[config.mk]
export PLATFORM = sky130hd
export DESIGN_NAME = aod_top
export DESIGN_NICKNAME = d
export VERILOG_FILES = /design/src/aod_pkg.sv /design/src/aod_ch_if.sv /design/src/aod_top.sv /design/src/aod_chan.sv
export SDC_FILE = /design/constraint.sdc
export NUM_CORES = 1
export LEC_CHECK = 0
export BUFFER_PORTS_ARGS = -buffer_cell sky130_fd_sc_hd__buf_2
export CORE_ASPECT_RATIO = 1.75
export CORE_MARGIN = 5
export CORE_UTILIZATION = 53
export CTS_BUF_LIST = sky130_fd_sc_hd__clkbuf_4 sky130_fd_sc_hd__clkbuf_8
export DETAILED_ROUTE_END_ITERATION = 12
export HOLD_SLACK_MARGIN = 0.1
export MAX_ROUTING_LAYER = met4
export PLACE_DENSITY_LB_ADDON = 0.1
export SYNTH_ARGS = -nofsm -noshare
export SYNTH_HDL_FRONTEND = slang
export SYNTH_SLANG_ARGS = --single-unit
[constraint.sdc]
create_clock -name i_mclk -period 3.1 [get_ports i_mclk]
set_input_delay 0.155 -clock i_mclk [delete_from_list [all_inputs] [get_ports i_mclk]]
set_output_delay 0.155 -clock i_mclk [all_outputs]
set_load 0.01 [all_outputs]
[src/aod_pkg.sv]
// Constants for the analog output mode decoder and diagnostic records.
// Assumes one clock domain; imported by aod_top and aod_chan, not by the interface.
package aod_pkg;
	localparam int NUM_CH = 4;
	localparam int CS_BASE = 8;

	// Mode byte: type in upper nibble, range in lower nibble
	localparam logic [7:0] MODE_OFF = 8'h00;
	localparam logic [3:0] TYPE_VOLT = 4'h1;
	localparam logic [3:0] TYPE_CURR = 4'h2;
	localparam logic [3:0] RNG_V_0_10 = 4'h8;
	localparam logic [3:0] RNG_V_1_5 = 4'h7;
	localparam logic [3:0] RNG_V_BIP = 4'h9;
	localparam logic [3:0] RNG_I_0_20 = 4'h2;
	localparam logic [3:0] RNG_I_4_20 = 4'h3;
	localparam logic [3:0] RNG_I_BIP = 4'h4;

	// Output word limits: 27648, 32511, -6912, -27648, -32512
	localparam logic signed [15:0] WORD_NOM_HI = 16'sh6c00;
	localparam logic signed [15:0] WORD_OVER_END = 16'sh7eff;
	localparam logic signed [15:0] WORD_UNDER_LIVE0 = 16'she500;
	localparam logic signed [15:0] WORD_NOM_LO_BIP = 16'sh9400;
	localparam logic signed [15:0] WORD_UNDER_BIP = 16'sh8100;
	localparam logic signed [15:0] WORD_ZERO = 16'sh0000;

	// Record byte addresses
	localparam logic [3:0] ADR_ERR = 4'h0;
	localparam logic [3:0] ADR_CLASS = 4'h1;
	localparam logic [3:0] ADR_STATE = 4'h2;
	localparam logic [3:0] ADR_UNUSED = 4'h3;
	localparam logic [3:0] ADR_CHTYPE = 4'h4;
	localparam logic [3:0] ADR_DIAGBITS = 4'h5;
	localparam logic [3:0] ADR_NCH = 4'h6;
	localparam logic [3:0] ADR_CHERR = 4'h7;

	// Bit positions and fixed values
	localparam int ERR_MODULE = 0;
	localparam int ERR_EXT = 2;
	localparam int ERR_CHAN = 3;
	localparam int ERR_SUPPLY = 4;
	localparam int ERR_PARAM = 7;
	localparam int STATE_STOP = 2;
	localparam int CS_PARAM = 0;
	localparam int CS_SHORT = 3;
	localparam int CS_WIRE = 4;
	localparam int CS_SWITCH = 5;
	localparam logic [7:0] ERR_RST = 8'h00;
	localparam logic [7:0] CLASS_INFO = 8'h15;
	localparam logic [7:0] CHTYPE_INFO = 8'h73;
	localparam logic [7:0] DIAG_BITS = 8'h08;
	localparam logic [7:0] NCH_INFO = 8'h04;

	typedef enum logic [1:0] {CLS_OFF, CLS_UNI, CLS_LIVE0, CLS_BIP} aod_cls_e;
endpackage

[src/aod_ch_if.sv]
// Carrier between the top and one channel decoder.
// Assumes the decoder is purely combinational.
`timescale 1ns/1ns
interface aod_ch_if;
	logic [7:0] mode;
	logic signed [15:0] word;
	logic signed [15:0] dac;
	logic is_current;
	logic active;
	logic param_err;
	modport ctl (output mode, word, input dac, is_current, active, param_err);
	modport dec (input mode, word, output dac, is_current, active, param_err);
endinterface

[src/aod_top.sv]
// Analog output mode decoding and diagnostic record keeping.
// Assumes parameters come from logic on i_mclk; field pins are async.
//
// Overview of operation
// - Type nibble 0001b selects voltage output.
// - Type nibble 0010b selects current output.
// - Voltage ranges: 1000b 0-10V, 0111b 1-5V, 1001b bipolar 10V.
// - Current ranges: 0010b 0-20mA, 0011b 4-20mA, 0100b bipolar 20mA.
// - Word 27648 is nominal top; words up to 32511 are overdrive.
// - Live-zero ranges end underdrive at -6912, meaning zero output.
// - Bipolar ranges span -27648..27648, underdrive ends at -32512.
// - With group diagnostics on, errors are recorded for host reading.
// - With interrupt enabled, coming and going errors interrupt; lamps show.
// - No diagnostic interrupt unless its enable is set.
// - Detect wire break, ground short, front switch, supply loss, bad mode.
// - Report starts when an error appears and again when it clears.
// - With interrupt enabled, record 0 is offered on each error.
// - Record 1 stays readable during operation.
// - Diagnostic data stays frozen until the handler is left.
// - Byte 0 bits 0,2,3,4,7 flag errors; resets to 00h.
// - Byte 1 holds class 0101 and channel-info bit, reading 15h.
// - Byte 2 bit 2 shows stop; byte 3 is unused.
// - Record 1 is record 0 plus eight module-specific bytes.
// - Mode byte: range in bits 3..0, type in bits 7..4.
// - Mode byte 00h deactivates the channel.
`timescale 1ns/1ns
module aod_top
(
	// Clock and reset
	input wire logic i_mclk,
	input wire logic i_rst_n,
	// Channel parameters
	input wire logic [aod_pkg::NUM_CH-1:0][7:0] i_mode,
	input wire logic [aod_pkg::NUM_CH-1:0][15:0] i_out_word,
	input wire logic [aod_pkg::NUM_CH-1:0] i_grp_diag_en,
	input wire logic i_diag_irq_en,
	// Field conditions, asynchronous
	input wire logic [aod_pkg::NUM_CH-1:0] i_wire_break,
	input wire logic [aod_pkg::NUM_CH-1:0] i_gnd_short,
	input wire logic [aod_pkg::NUM_CH-1:0] i_front_manual,
	input wire logic i_supply_lost,
	input wire logic i_cpu_stop,
	// Record read port
	input wire logic i_rd_en,
	input wire logic i_rd_rec,
	input wire logic [3:0] i_rd_addr,
	output logic [7:0] o_rd_data,
	output logic o_rd_valid,
	// Diagnostic interrupt
	input wire logic i_irq_done,
	output logic o_irq,
	output logic o_irq_going,
	// Output stage
	output logic [aod_pkg::NUM_CH-1:0][15:0] o_dac_word,
	output logic [aod_pkg::NUM_CH-1:0] o_out_current,
	output logic [aod_pkg::NUM_CH-1:0] o_out_active,
	// Indicator lamps
	output logic o_led_group,
	output logic [aod_pkg::NUM_CH-1:0] o_led_chan
);
	import aod_pkg::*;

	localparam int SW = 3 * NUM_CH + 2;

	typedef struct packed {
		logic [SW-1:0] sync1;
		logic [SW-1:0] sync2;
		logic [NUM_CH-1:0][7:0] cs;
		logic supply;
		logic stop;
		logic irq;
		logic going;
		logic [7:0] rd_data;
		logic rd_valid;
		logic [NUM_CH-1:0][15:0] dac;
		logic [NUM_CH-1:0] cur;
		logic [NUM_CH-1:0] act;
		logic led_grp;
		logic [NUM_CH-1:0] led_ch;
	} aod_state_s;

	aod_state_s st;
	aod_state_s next_st;

	aod_ch_if ch_if [NUM_CH] ();

	logic [NUM_CH-1:0] perr;
	logic [NUM_CH-1:0][15:0] dac_w;
	logic [NUM_CH-1:0] cur_w;
	logic [NUM_CH-1:0] act_w;

	genvar g;
	generate
		for (g = 0; g < NUM_CH; g++)
		begin : g_ch
			assign ch_if[g].mode = i_mode[g];
			assign ch_if[g].word = i_out_word[g];
			assign dac_w[g] = ch_if[g].dac;
			assign cur_w[g] = ch_if[g].is_current;
			assign act_w[g] = ch_if[g].active;
			assign perr[g] = ch_if[g].param_err;
			aod_chan u_chan
			(
				.ch (ch_if[g])
			);
		end
	endgenerate

	// Synchronised field levels
	logic [NUM_CH-1:0] s_wire;
	logic [NUM_CH-1:0] s_short;
	logic [NUM_CH-1:0] s_sw;
	logic s_supply;
	logic s_stop;

	assign s_wire = st.sync2[NUM_CH-1:0];
	assign s_short = st.sync2[2*NUM_CH-1:NUM_CH];
	assign s_sw = st.sync2[3*NUM_CH-1:2*NUM_CH];
	assign s_supply = st.sync2[SW-2];
	assign s_stop = st.sync2[SW-1];

	// Live error picture, gated by group diagnostics
	logic [NUM_CH-1:0][7:0] live_cs;
	logic live_supply;
	logic err_chg;
	logic err_new;

	always_comb
	begin
		for (int c = 0; c < NUM_CH; c++)
		begin
			live_cs[c] = 8'h00;
			if (i_grp_diag_en[c])
			begin
				live_cs[c][CS_PARAM] = perr[c];
				live_cs[c][CS_SHORT] = s_short[c];
				live_cs[c][CS_WIRE] = s_wire[c];
				live_cs[c][CS_SWITCH] = s_sw[c];
			end
		end
		live_supply = s_supply && (|i_grp_diag_en);
		err_chg = (live_cs != st.cs) || (live_supply != st.supply);
		err_new = (|(live_cs & ~st.cs)) || (live_supply && !st.supply);
	end

	// Record bytes built from the frozen snapshot
	logic [NUM_CH-1:0] ch_err;
	logic any_param;
	logic any_ext;
	logic [7:0] rec0 [4];
	logic [7:0] rec1_hi [8];

	always_comb
	begin
		any_param = 1'b0;
		any_ext = st.supply;
		for (int c = 0; c < NUM_CH; c++)
		begin
			ch_err[c] = |st.cs[c];
			any_param = any_param | st.cs[c][CS_PARAM];
			any_ext = any_ext | st.cs[c][CS_SHORT] | st.cs[c][CS_WIRE] |
				st.cs[c][CS_SWITCH];
		end
		rec0[0] = ERR_RST;
		rec0[0][ERR_MODULE] = (|ch_err) | st.supply;
		rec0[0][ERR_EXT] = any_ext;
		rec0[0][ERR_CHAN] = |ch_err;
		rec0[0][ERR_SUPPLY] = st.supply;
		rec0[0][ERR_PARAM] = any_param;
		rec0[1] = CLASS_INFO;
		rec0[2] = 8'h00;
		rec0[2][STATE_STOP] = st.stop;
		rec0[3] = 8'h00;
		rec1_hi[0] = CHTYPE_INFO;
		rec1_hi[1] = DIAG_BITS;
		rec1_hi[2] = NCH_INFO;
		rec1_hi[3] = {{(8 - NUM_CH){1'b0}}, ch_err};
		for (int c = 0; c < NUM_CH; c++)
			rec1_hi[CS_BASE - 4 + c] = st.cs[c];
	end

	logic [7:0] rec0_sel;
	assign rec0_sel = rec0[i_rd_addr[1:0]];

	always_comb
	begin
		next_st = st;
		next_st.sync1 = {i_cpu_stop, i_supply_lost, i_front_manual,
			i_gnd_short, i_wire_break};
		next_st.sync2 = st.sync1;
		next_st.dac = dac_w;
		next_st.cur = cur_w;
		next_st.act = act_w;
		next_st.rd_valid = i_rd_en;
		if (i_rd_en)
		begin
			if (i_rd_addr < 4'h4)
				next_st.rd_data = rec0_sel;
			else if (i_rd_rec && i_rd_addr < 4'hc)
				next_st.rd_data = rec1_hi[i_rd_addr[2:0] - 3'h4];
			else
				next_st.rd_data = 8'h00;
		end
		if (st.irq)
		begin
			if (i_irq_done)
				next_st.irq = 1'b0;
		end
		else
		begin
			next_st.stop = s_stop;
			if (err_chg)
			begin
				next_st.cs = live_cs;
				next_st.supply = live_supply;
				if (i_diag_irq_en)
				begin
					next_st.irq = 1'b1;
					next_st.going = !err_new;
				end
			end
		end
		next_st.led_grp = rec0[0][ERR_MODULE];
		next_st.led_ch = ch_err;
	end

	always_ff @(posedge i_mclk or negedge i_rst_n)
	begin
		if (!i_rst_n)
			st <= '0;
		else
			st <= next_st;
	end

	assign o_rd_data = st.rd_data;
	assign o_rd_valid = st.rd_valid;
	assign o_irq = st.irq;
	assign o_irq_going = st.going;
	assign o_dac_word = st.dac;
	assign o_out_current = st.cur;
	assign o_out_active = st.act;
	assign o_led_group = st.led_grp;
	assign o_led_chan = st.led_ch;
endmodule // aod_top

[src/aod_chan.sv]
// One channel: decodes the mode byte and limits the output word.
// Assumes the top registers dac, is_current and active; param_err feeds its error logic.
`timescale 1ns/1ns
module aod_chan
(
	// Channel link
	aod_ch_if.dec ch
);
	import aod_pkg::*;

	aod_cls_e cls;
	logic cur;
	logic perr;
	logic signed [15:0] lo;

	always_comb
	begin
		cls = CLS_OFF;
		cur = 1'b0;
		perr = 1'b0;
		if (ch.mode == MODE_OFF)
			cls = CLS_OFF;
		else if (ch.mode[7:4] == TYPE_VOLT)
		begin
			case (ch.mode[3:0])
				RNG_V_0_10: cls = CLS_UNI;
				RNG_V_1_5: cls = CLS_LIVE0;
				RNG_V_BIP: cls = CLS_BIP;
				default: perr = 1'b1;
			endcase
		end
		else if (ch.mode[7:4] == TYPE_CURR)
		begin
			cur = 1'b1;
			case (ch.mode[3:0])
				RNG_I_0_20: cls = CLS_UNI;
				RNG_I_4_20: cls = CLS_LIVE0;
				RNG_I_BIP: cls = CLS_BIP;
				default: perr = 1'b1;
			endcase
		end
		else
			perr = 1'b1;
		case (cls)
			CLS_LIVE0: lo = WORD_UNDER_LIVE0;
			CLS_BIP: lo = WORD_UNDER_BIP;
			default: lo = WORD_ZERO;
		endcase
		if (cls == CLS_OFF || perr)
			ch.dac = WORD_ZERO;
		else if (ch.word > WORD_OVER_END)
			ch.dac = WORD_OVER_END;
		else if (ch.word < lo)
			ch.dac = lo;
		else
			ch.dac = ch.word;
		ch.is_current = cur && !perr;
		ch.active = (cls != CLS_OFF) && !perr;
		ch.param_err = perr;
	end
endmodule // aod_chan

==> run metrics, run 1 <==
status finished clean; Tmin final 2970 ps; Peak Freq 336 MHz; synthesis-stage register bit count 134; pin count of the biggest net entering global routing 88; Worst VDD drop 0.377 mV; Max Cap Viol 0; routed wire length 19.0 mm; TritonCTS clock tree done; Fin. Hold Viols 0; Netlist cell types 70; CP arrival 3280 ps; Power Internal between 3 and 4 mW; CP dominant cell by count dlygate4sd3_1; initial DRC count between 200 and 300; vias per cell between 5 and 6; Post-CTS Setup Bufs 0; total clock buffers created by CTS 17; RSZ-0062 raised after global routing no; # IOs roughly 210; vias in the first global route about 6,500; Sw Pwr 1.12 mW; Net Count, Synth between 700 and 800; fin nets roughly 1,100; final clock period utilization by the worst path 0.960; GR Util All Layers 0.273; combinational share of power 0.174; Final WS setup around 130 ps; actual slew at the worst max-slew pin 1010 ps; Sequential Power Share 0.461; DIE WIDTH 93.9 microns; Yosys top cell area share 0.513; critical path, cell by cell dlygate4sd3_1, buf_2, nor2_2, nand2_1, o311a_1, ha_1, nand4_1, nor4_1, a41o_2, or2_2, o21ai_0, dlygate4sd3_1; number of enable flip-flop cells after synthesis 0; first-pass GRT wire length 30.5 mm; Post-Synthesis Cell Area around 6500 sq um; Cells on Worst Hold Path 4; Clk pin slew, worst setup/hold paths 80 ps; Synth Area per Inst 11.2 sq um; ys flop type dfrtp_1; DIE HEIGHT 157 microns; Pwr per Cell Area around 450 nW/um^2; Sum Neg Setup Slack 0 ps; clock buffer depth 2; core footprint 12,100 sq um; max-slew violation count 0; critical path class in -> reg; Skew-Pair Late Insertion Delay about 430 ps; Total Die Area approximately 15,000 sq um; GRT overflow 0; reg2reg path depth 5; final core occ 0.761; DR pass1 iterations 4; Synth area leaders dfrtp_1, ha_1, a21o_1; dpl hpwl 14.1 mm; Post-route DRC 0; Clock power frac 0.365; routed via count approximately 6,000; Final ANT Viol Nets 0; Worst EP required 3400 ps; Overall Power between 4 and 5 mW; clk_skew ~13 ps; P&R area growth vs syn 40.5%; Rel. slew slack 0.321; startpoint types primary input; hold_ws between 100 and 150 ps; routability cong. 1.05; Async SR Flop Fraction 1.00; Final setup viols 0; root buffer cell clkbuf_8; Hold WC Path Type in -> reg; sequential element share of the synthesized area 0.513; leak pwr 4.91 nW; antenna violations before repair 1; sw frac 0.272; input/output buffers about 210; Cells after Synth 583; H-Tree Depth 4; crit path capture type flip-flop; num rows between 50 and 60; initial core utilization 0.542; area leader, netlist dfrtp_1; drt wl/cell between 15 and 20 microns; CTS Sinks about 130; CP Max Fanout 6; YS warnings 0; slowest stage delay, CP between 500 and 600 ps; dpl ws -38.6 ps; layout cell share with drive strength beyond 1 0.325; CP max-delay cell dlygate4sd3_1
-- power by group through the flow --
stage	Clock [mW]	Combinational [mW]	Sequential [mW]
after global routing	1.62	0.785	1.91
after global placement	0	0.599	1.93
after detailed placement	0	0.618	1.94
after floorplan	0	0.308	1.94
final	1.51	0.717	1.90
after CTS	1.54	0.711	1.90
-- logic make-up (layout without fill, tap and decap cells) --
| group | count (synthesis) | count (layout) | synth area share |
|---|---|---|---|
| and+or+nand+nor | 181 | 181 | 0.163 |
| AOI/OAI and AO/OA | 145 | 145 | 0.165 |
| DFF | 134 | 134 | 0.513 |
| buffers and inverters | 57 | 385 | 0.0352 |
| adders and majority gates | 33 | 33 | 0.0632 |
| muxes | 32 | 32 | 0.0588 |
| xor gates and xnor gates | 1 | 1 | 0.00134 |
| other | 0 | 2 | 0 |
-- flip-flops by register name, indices dropped and copies added (netlist names), 2 cells and up --
signal,flops
s_sw,4
o_dac_word,64
o_rd_data,8
rec0,2
s_short,4
rec1_hi,16
next_st,14
o_out_current,4
s_wire,4
o_out_active,4
o_led_chan,4
-- metrics by stage --
step           cell area (sq um)  cells
2_1_floorplan               6540    583
3_3_place_gp                7820    950
3_5_place_dp                7820    950
4_1_cts                     9180   1076
5_1_grt                     9180   1077
6_report                    9180   1078
-- per-layer routing --
layer,wire (microns),global-route usage,part of all wire,vias to the layer above
met4,839,0.144,0.044,0
met1,6450,0.266,0.34,2894
li1,-,-,-,2798
met3,951,0.0507,0.050,81
met5,0,-,0,-
met2,10800,0.501,0.57,261
-- final timing paths --
path | slack (ps) | end | start
hold / removal | 140 | o_rd_data[2] | i_rd_addr[2]
min in group asynchronous | 350 | o_rd_data[5] | i_rst_n
setup reg to reg | 510 | o_rd_data[0] | rec1_hi[28]
hold reg to reg | 350 | s_stop | next_st[135]
max in group asynchronous | 2010 | s_short[2] | i_rst_n
setup / recovery | 130 | o_irq | i_mode[17]
-- timing repair --
action / in CTS / in global routing
hold buffers: 94 / 0
endpoints found under the setup margin: 0 / 1
hold endpoints to repair: 175 / 0
gates resized for setup: 0 / 2
-- layout make-up --
| class | instances | area (sq um) |
|---|---|---|
| Antenna cell | 2 | 5.00 |
| Clock buffer | 18 | 241 |
| Clock inverter | 14 | 175 |
| Fill cell | 840 | 2890 |
| Inverter | 38 | 143 |
| Multi-Input combinational cell | 392 | 2960 |
| Sequential cell | 134 | 3350 |
| Tap cell | 165 | 206 |
| Timing Repair Buffer | 315 | 2100 |
-- critical path, delay by kind of cell --
| kind | cells | cell delay (ps) |
|---|---|---|
| fa+ha+maj | 1 | 290 |
| compound gates | 3 | 790 |
| simple gates | 5 | 760 |
| buf+inv | 3 | 1270 |
-- cell usage in the layout, fill, tap and decap left out, types with 13 or more instances in the layout --
| master | netlist | final |
|---|---|---|
| buf_2 | 6 | 210 |
| dfrtp_1 | 134 | 134 |
| dlygate4sd3_1 | 0 | 94 |
| a21o_1 | 46 | 46 |
| inv_1 | 38 | 38 |
| nor2_1 | 35 | 34 |
| ha_1 | 33 | 33 |
| mux2_2 | 21 | 21 |
| nand2_1 | 20 | 20 |
| nor3_1 | 19 | 19 |
| clkbuf_8 | 0 | 17 |
| nand4_1 | 16 | 16 |
| o21a_1 | 14 | 14 |
| and2_1 | 14 | 14 |
| o21ai_0 | 13 | 13 |
| a21oi_1 | 13 | 13 |
-- cells in the mapped netlist (4+ instances only) --
cell and number:
ha_1 33, nor4b_1 4, nand4b_1 4, inv_1 38, mux2_2 21, and3_1 5
a41oi_1 5, nand2_1 20, o21ai_0 13, and3b_1 4, a31oi_1 8, nor2_1 35
dfrtp_1 134, nor3_1 19, o211ai_1 7, nand3_1 7, a211oi_1 5, and2_1 14
nor3b_1 5, nand4_1 16, nor2b_1 4, or3_1 4, mux2i_1 8, nand2b_1 7
o22ai_1 5, o21a_1 14, buf_2 6, a21o_1 46, clkbuf_1 10, a21oi_1 13
nor4_1 10
No activity file was read; power rests on OpenSTA's default activity.
==> run 2: changes to the inputs <==
- ABC_AREA: unset -> 1
==> run metrics, run 2 <==
status finished clean (unchanged); sw frac 0.277 (was 0.272); initial DRC count 246 (was 276); sequential element share of the synthesized area 0.517 (was 0.513); Power Internal 3.05 mW (was 3.00 mW); Synth top cells by count nand2_1, dfrtp_1, inv_1, nand3_1, nor2_1 (was dfrtp_1, a21o_1, inv_1, nor2_1, ha_1); Worst VDD drop 0.348 mV (was 0.377 mV); multi-input logic area 2640 sq um (was 2960 sq um); CP Max Fanout 6 (unchanged); Netlist cell types 36 (was 70); Final setup viols 0 (unchanged); RSZ-0062 raised after global routing no (unchanged); WL met1 6.51 mm (was 6.45 mm); final clock period utilization by the worst path 0.916 (was 0.960); startpoint types primary input (unchanged); Clk pin slew, worst setup/hold paths 80 ps (about the same); most frequent cell after synthesis nand2_1 (was dfrtp_1); Inserted Diodes 0 (was 2); num rows 53 (unchanged); Sequential Power Share 0.444 (was 0.461); ys flop type dfrtp_1 (unchanged); Rel. slew slack 0.326 (was 0.321); clk_skew 12.8 ps (was 13.3 ps); H-Tree Depth 4 (unchanged); Post-Synthesis Cell Area 6480 sq um (was 6540 sq um); total clock buffers created by CTS 17 (unchanged); first-pass GRT wire length 29.4 mm (was 30.5 mm); YS warnings 0 (unchanged); Async SR Flop Fraction 1.00 (unchanged); fin nets 1,223 (was 1,055); leak pwr 5.05 nW (was 4.91 nW); Total Die Area 14,600 sq um (was 14,700 sq um); vias per cell 5.12 (was 5.60); CP max-delay cell dlygate4sd3_1 (unchanged); DIE HEIGHT 156 microns (was 157 microns); initial core utilization 0.540 (was 0.542); Hold WC Path Type in -> reg (unchanged); clock buffer depth 2 (unchanged); Overall Power 4.22 mW (was 4.13 mW); Synth area leaders dfrtp_1, nand2_1, nand3_1 (was dfrtp_1, ha_1, a21o_1); slowest stage delay, CP 560 ps (was 570 ps); GRT overflow 0 (unchanged); CP arrival 3160 ps (was 3280 ps); DIE WIDTH 93.6 microns (was 93.9 microns); input/output buffers 211 (unchanged); Sum Neg Setup Slack 0 ps (unchanged); DR pass1 iterations 5 (was 4); Max Cap Viol 0 (unchanged); Yosys top cell area share 0.517 (was 0.513); critical path class in -> reg (unchanged); area leader, netlist dfrtp_1 (unchanged); Tmin final 2840 ps (was 2970 ps); # IOs 212 (unchanged); drt wl/cell 14.7 microns (was 17.7 microns); antenna violations before repair 0 (was 1); dpl hpwl 12.7 mm (was 14.1 mm); routed wire length 18.2 mm (was 19.0 mm); synthesis-stage register bit count 134 (unchanged); Sw Pwr 1.17 mW (was 1.12 mW); Worst EP required 3430 ps (was 3400 ps); worst hold path endpoint rec1_hi[19] (was o_rd_data[2]); worst r2r src s_sw[2] (was rec1_hi[28]); Cells after Synth 764 (was 583); GR Util All Layers 0.263 (was 0.273); Hold Crit Start i_grp_diag_en[1] (was i_rd_addr[2]); Pwr per Cell Area 467 nW/um^2 (was 449 nW/um^2); TritonCTS clock tree done (unchanged); number of enable flip-flop cells after synthesis 0 (unchanged); Skew-Pair Late Insertion Delay 440 ps (was 430 ps); max-slew violation count 0 (unchanged); CTS Sinks 134 (unchanged); Final ANT Viol Nets 0 (unchanged); Fin. Hold Viols 0 (unchanged); R2R Path End o_irq (was o_rd_data[0]); Post-route DRC 0 (unchanged); core footprint 12,000 sq um (was 12,100 sq um); root buffer cell clkbuf_8 (unchanged); Peak Freq 352 MHz (was 336 MHz); P&R area growth vs syn 39.2% (was 40.5%); layout cell share with drive strength beyond 1 0.245 (was 0.325); Net Count, Synth 921 (was 740); max layer used met4 (unchanged); combinational share of power 0.172 (was 0.174); highest-count cells in the layout ignoring fill and taps buf_2, nand2_1, dfrtp_1 (was buf_2, dfrtp_1, dlygate4sd3_1); Clock power frac 0.384 (was 0.365); # fillers 906 (was 840); routability cong. 0.977 (was 1.05); WL met2 9.89 mm (was 10.8 mm); pin count of the biggest net entering global routing 113 (was 88); routed via count 6,368 (was 6,034); Reg2Reg Setup Slack 970 ps (was 510 ps); critical path, cell by cell dlygate4sd3_1, buf_2, nor2_1, nand3_1, nand2_1, nand2_1, o21ai_1, nor2_1, inv_1, nor2_1, ha_1, nand4_1, nor3_2, a21oi_2, nand2_1, o21ai_0, dlygate4sd3_1 (was dlygate4sd3_1, buf_2, nor2_2, nand2_1, o311a_1, ha_1, nand4_1, nor4_1, a41o_2, or2_2, o21ai_0, dlygate4sd3_1); DR WL met3 1.07 mm (was 951 microns); max reg flops 64 (unchanged); register area 3350 sq um (unchanged); vias in the first global route 6,359 (was 6,539); crit path capture type flip-flop (unchanged); Synth Area per Inst 8.48 sq um (was 11.2 sq um); actual slew at the worst max-slew pin 1010 ps (about the same); commonest non-fill, non-tap cell in the layout buf_2 (unchanged); Cells on Worst Hold Path 5 (was 4); reg2reg path depth 9 (was 5)
[run 2: worst max-delay path, delay by kind of cell]
kind                       cells  cell delay, ps
buffers and inverters          4            1390
and+or+nand+nor                9             950
AOI/OAI and AO/OA              3             370
adders and majority gates      1             290
[run 2: layout make-up]
class                           count  share of cell area
Clock buffer                       18              0.0275
Clock inverter                     13              0.0218
Inverter                          103              0.0428
Multi-Input combinational cell    505               0.293
Sequential cell                   134               0.372
Tap cell                          165              0.0229
Timing Repair Buffer              305               0.221
[run 2: power groups by stage]
| stage | Clock, mW | Combinational [mW] | Sequential [mW] |
|---|---|---|---|
| 3_5_place_dp | 0 | 0.623 | 1.91 |
| 4_1_cts | 1.66 | 0.708 | 1.87 |
| 3_3_place_gp | 0 | 0.618 | 1.90 |
| 5_1_grt | 1.72 | 0.818 | 1.88 |
| 6_report | 1.62 | 0.726 | 1.87 |
| 2_1_floorplan | 0 | 0.338 | 1.91 |
[run 2: worst max path at each step]
stage | startpoint | to | slack [ps] | cells past startpoint
finish | i_mode[9] | o_irq | 260 | 17
global route | i_mode[5] | o_irq | 7 | 16
CTS | i_mode[9] | o_irq | 120 | 17
detailed placement | i_mode[23] | o_dac_word[40] | 430 | 19
global placement | i_mode[27] | o_dac_word[61] | 480 | 19
floorplan | i_mode[23] | o_dac_word[33] | 800 | 16
[run 2: metal layers]
metal	vias to the layer above	GRT usage
met5	-	-
met4	0	0.127
met3	59	0.0495
met2	244	0.474
met1	2957	0.271
li1	3108	-
[run 2: cell families (layout without fill, tap and decap cells)]
logic type               Yosys count  count (layout)  share of synthesized area
AO/OA/AOI/OAI                    115             115                      0.102
adder cells (fa/ha/maj)           33              33                     0.0637
buffers and inverters            125             439                     0.0766
flip-flops                       134             134                      0.517
AND/OR/NAND/NOR                  357             357                      0.240
[run 2: per-stage QoR]
step	cells	area, sq um	util	hold WS [ps]	setup slack (ps)
2_1_floorplan	764	6480	-	-141	797
5_1_grt	1243	9020	0.752	139	7.18
3_5_place_dp	1124	7700	0.642	264	431
6_report	1243	9020	0.752	126	262
4_1_cts	1240	9000	0.750	103	115
3_3_place_gp	1124	7700	0.642	263	481
[run 2: timing repair]
item,4_1_cts,5_1_grt
hold buffers,85,0
gates resized for setup,0,2
hold endpoints to repair,195,0
setup buffers,0,3
endpoints found under the setup margin,0,1
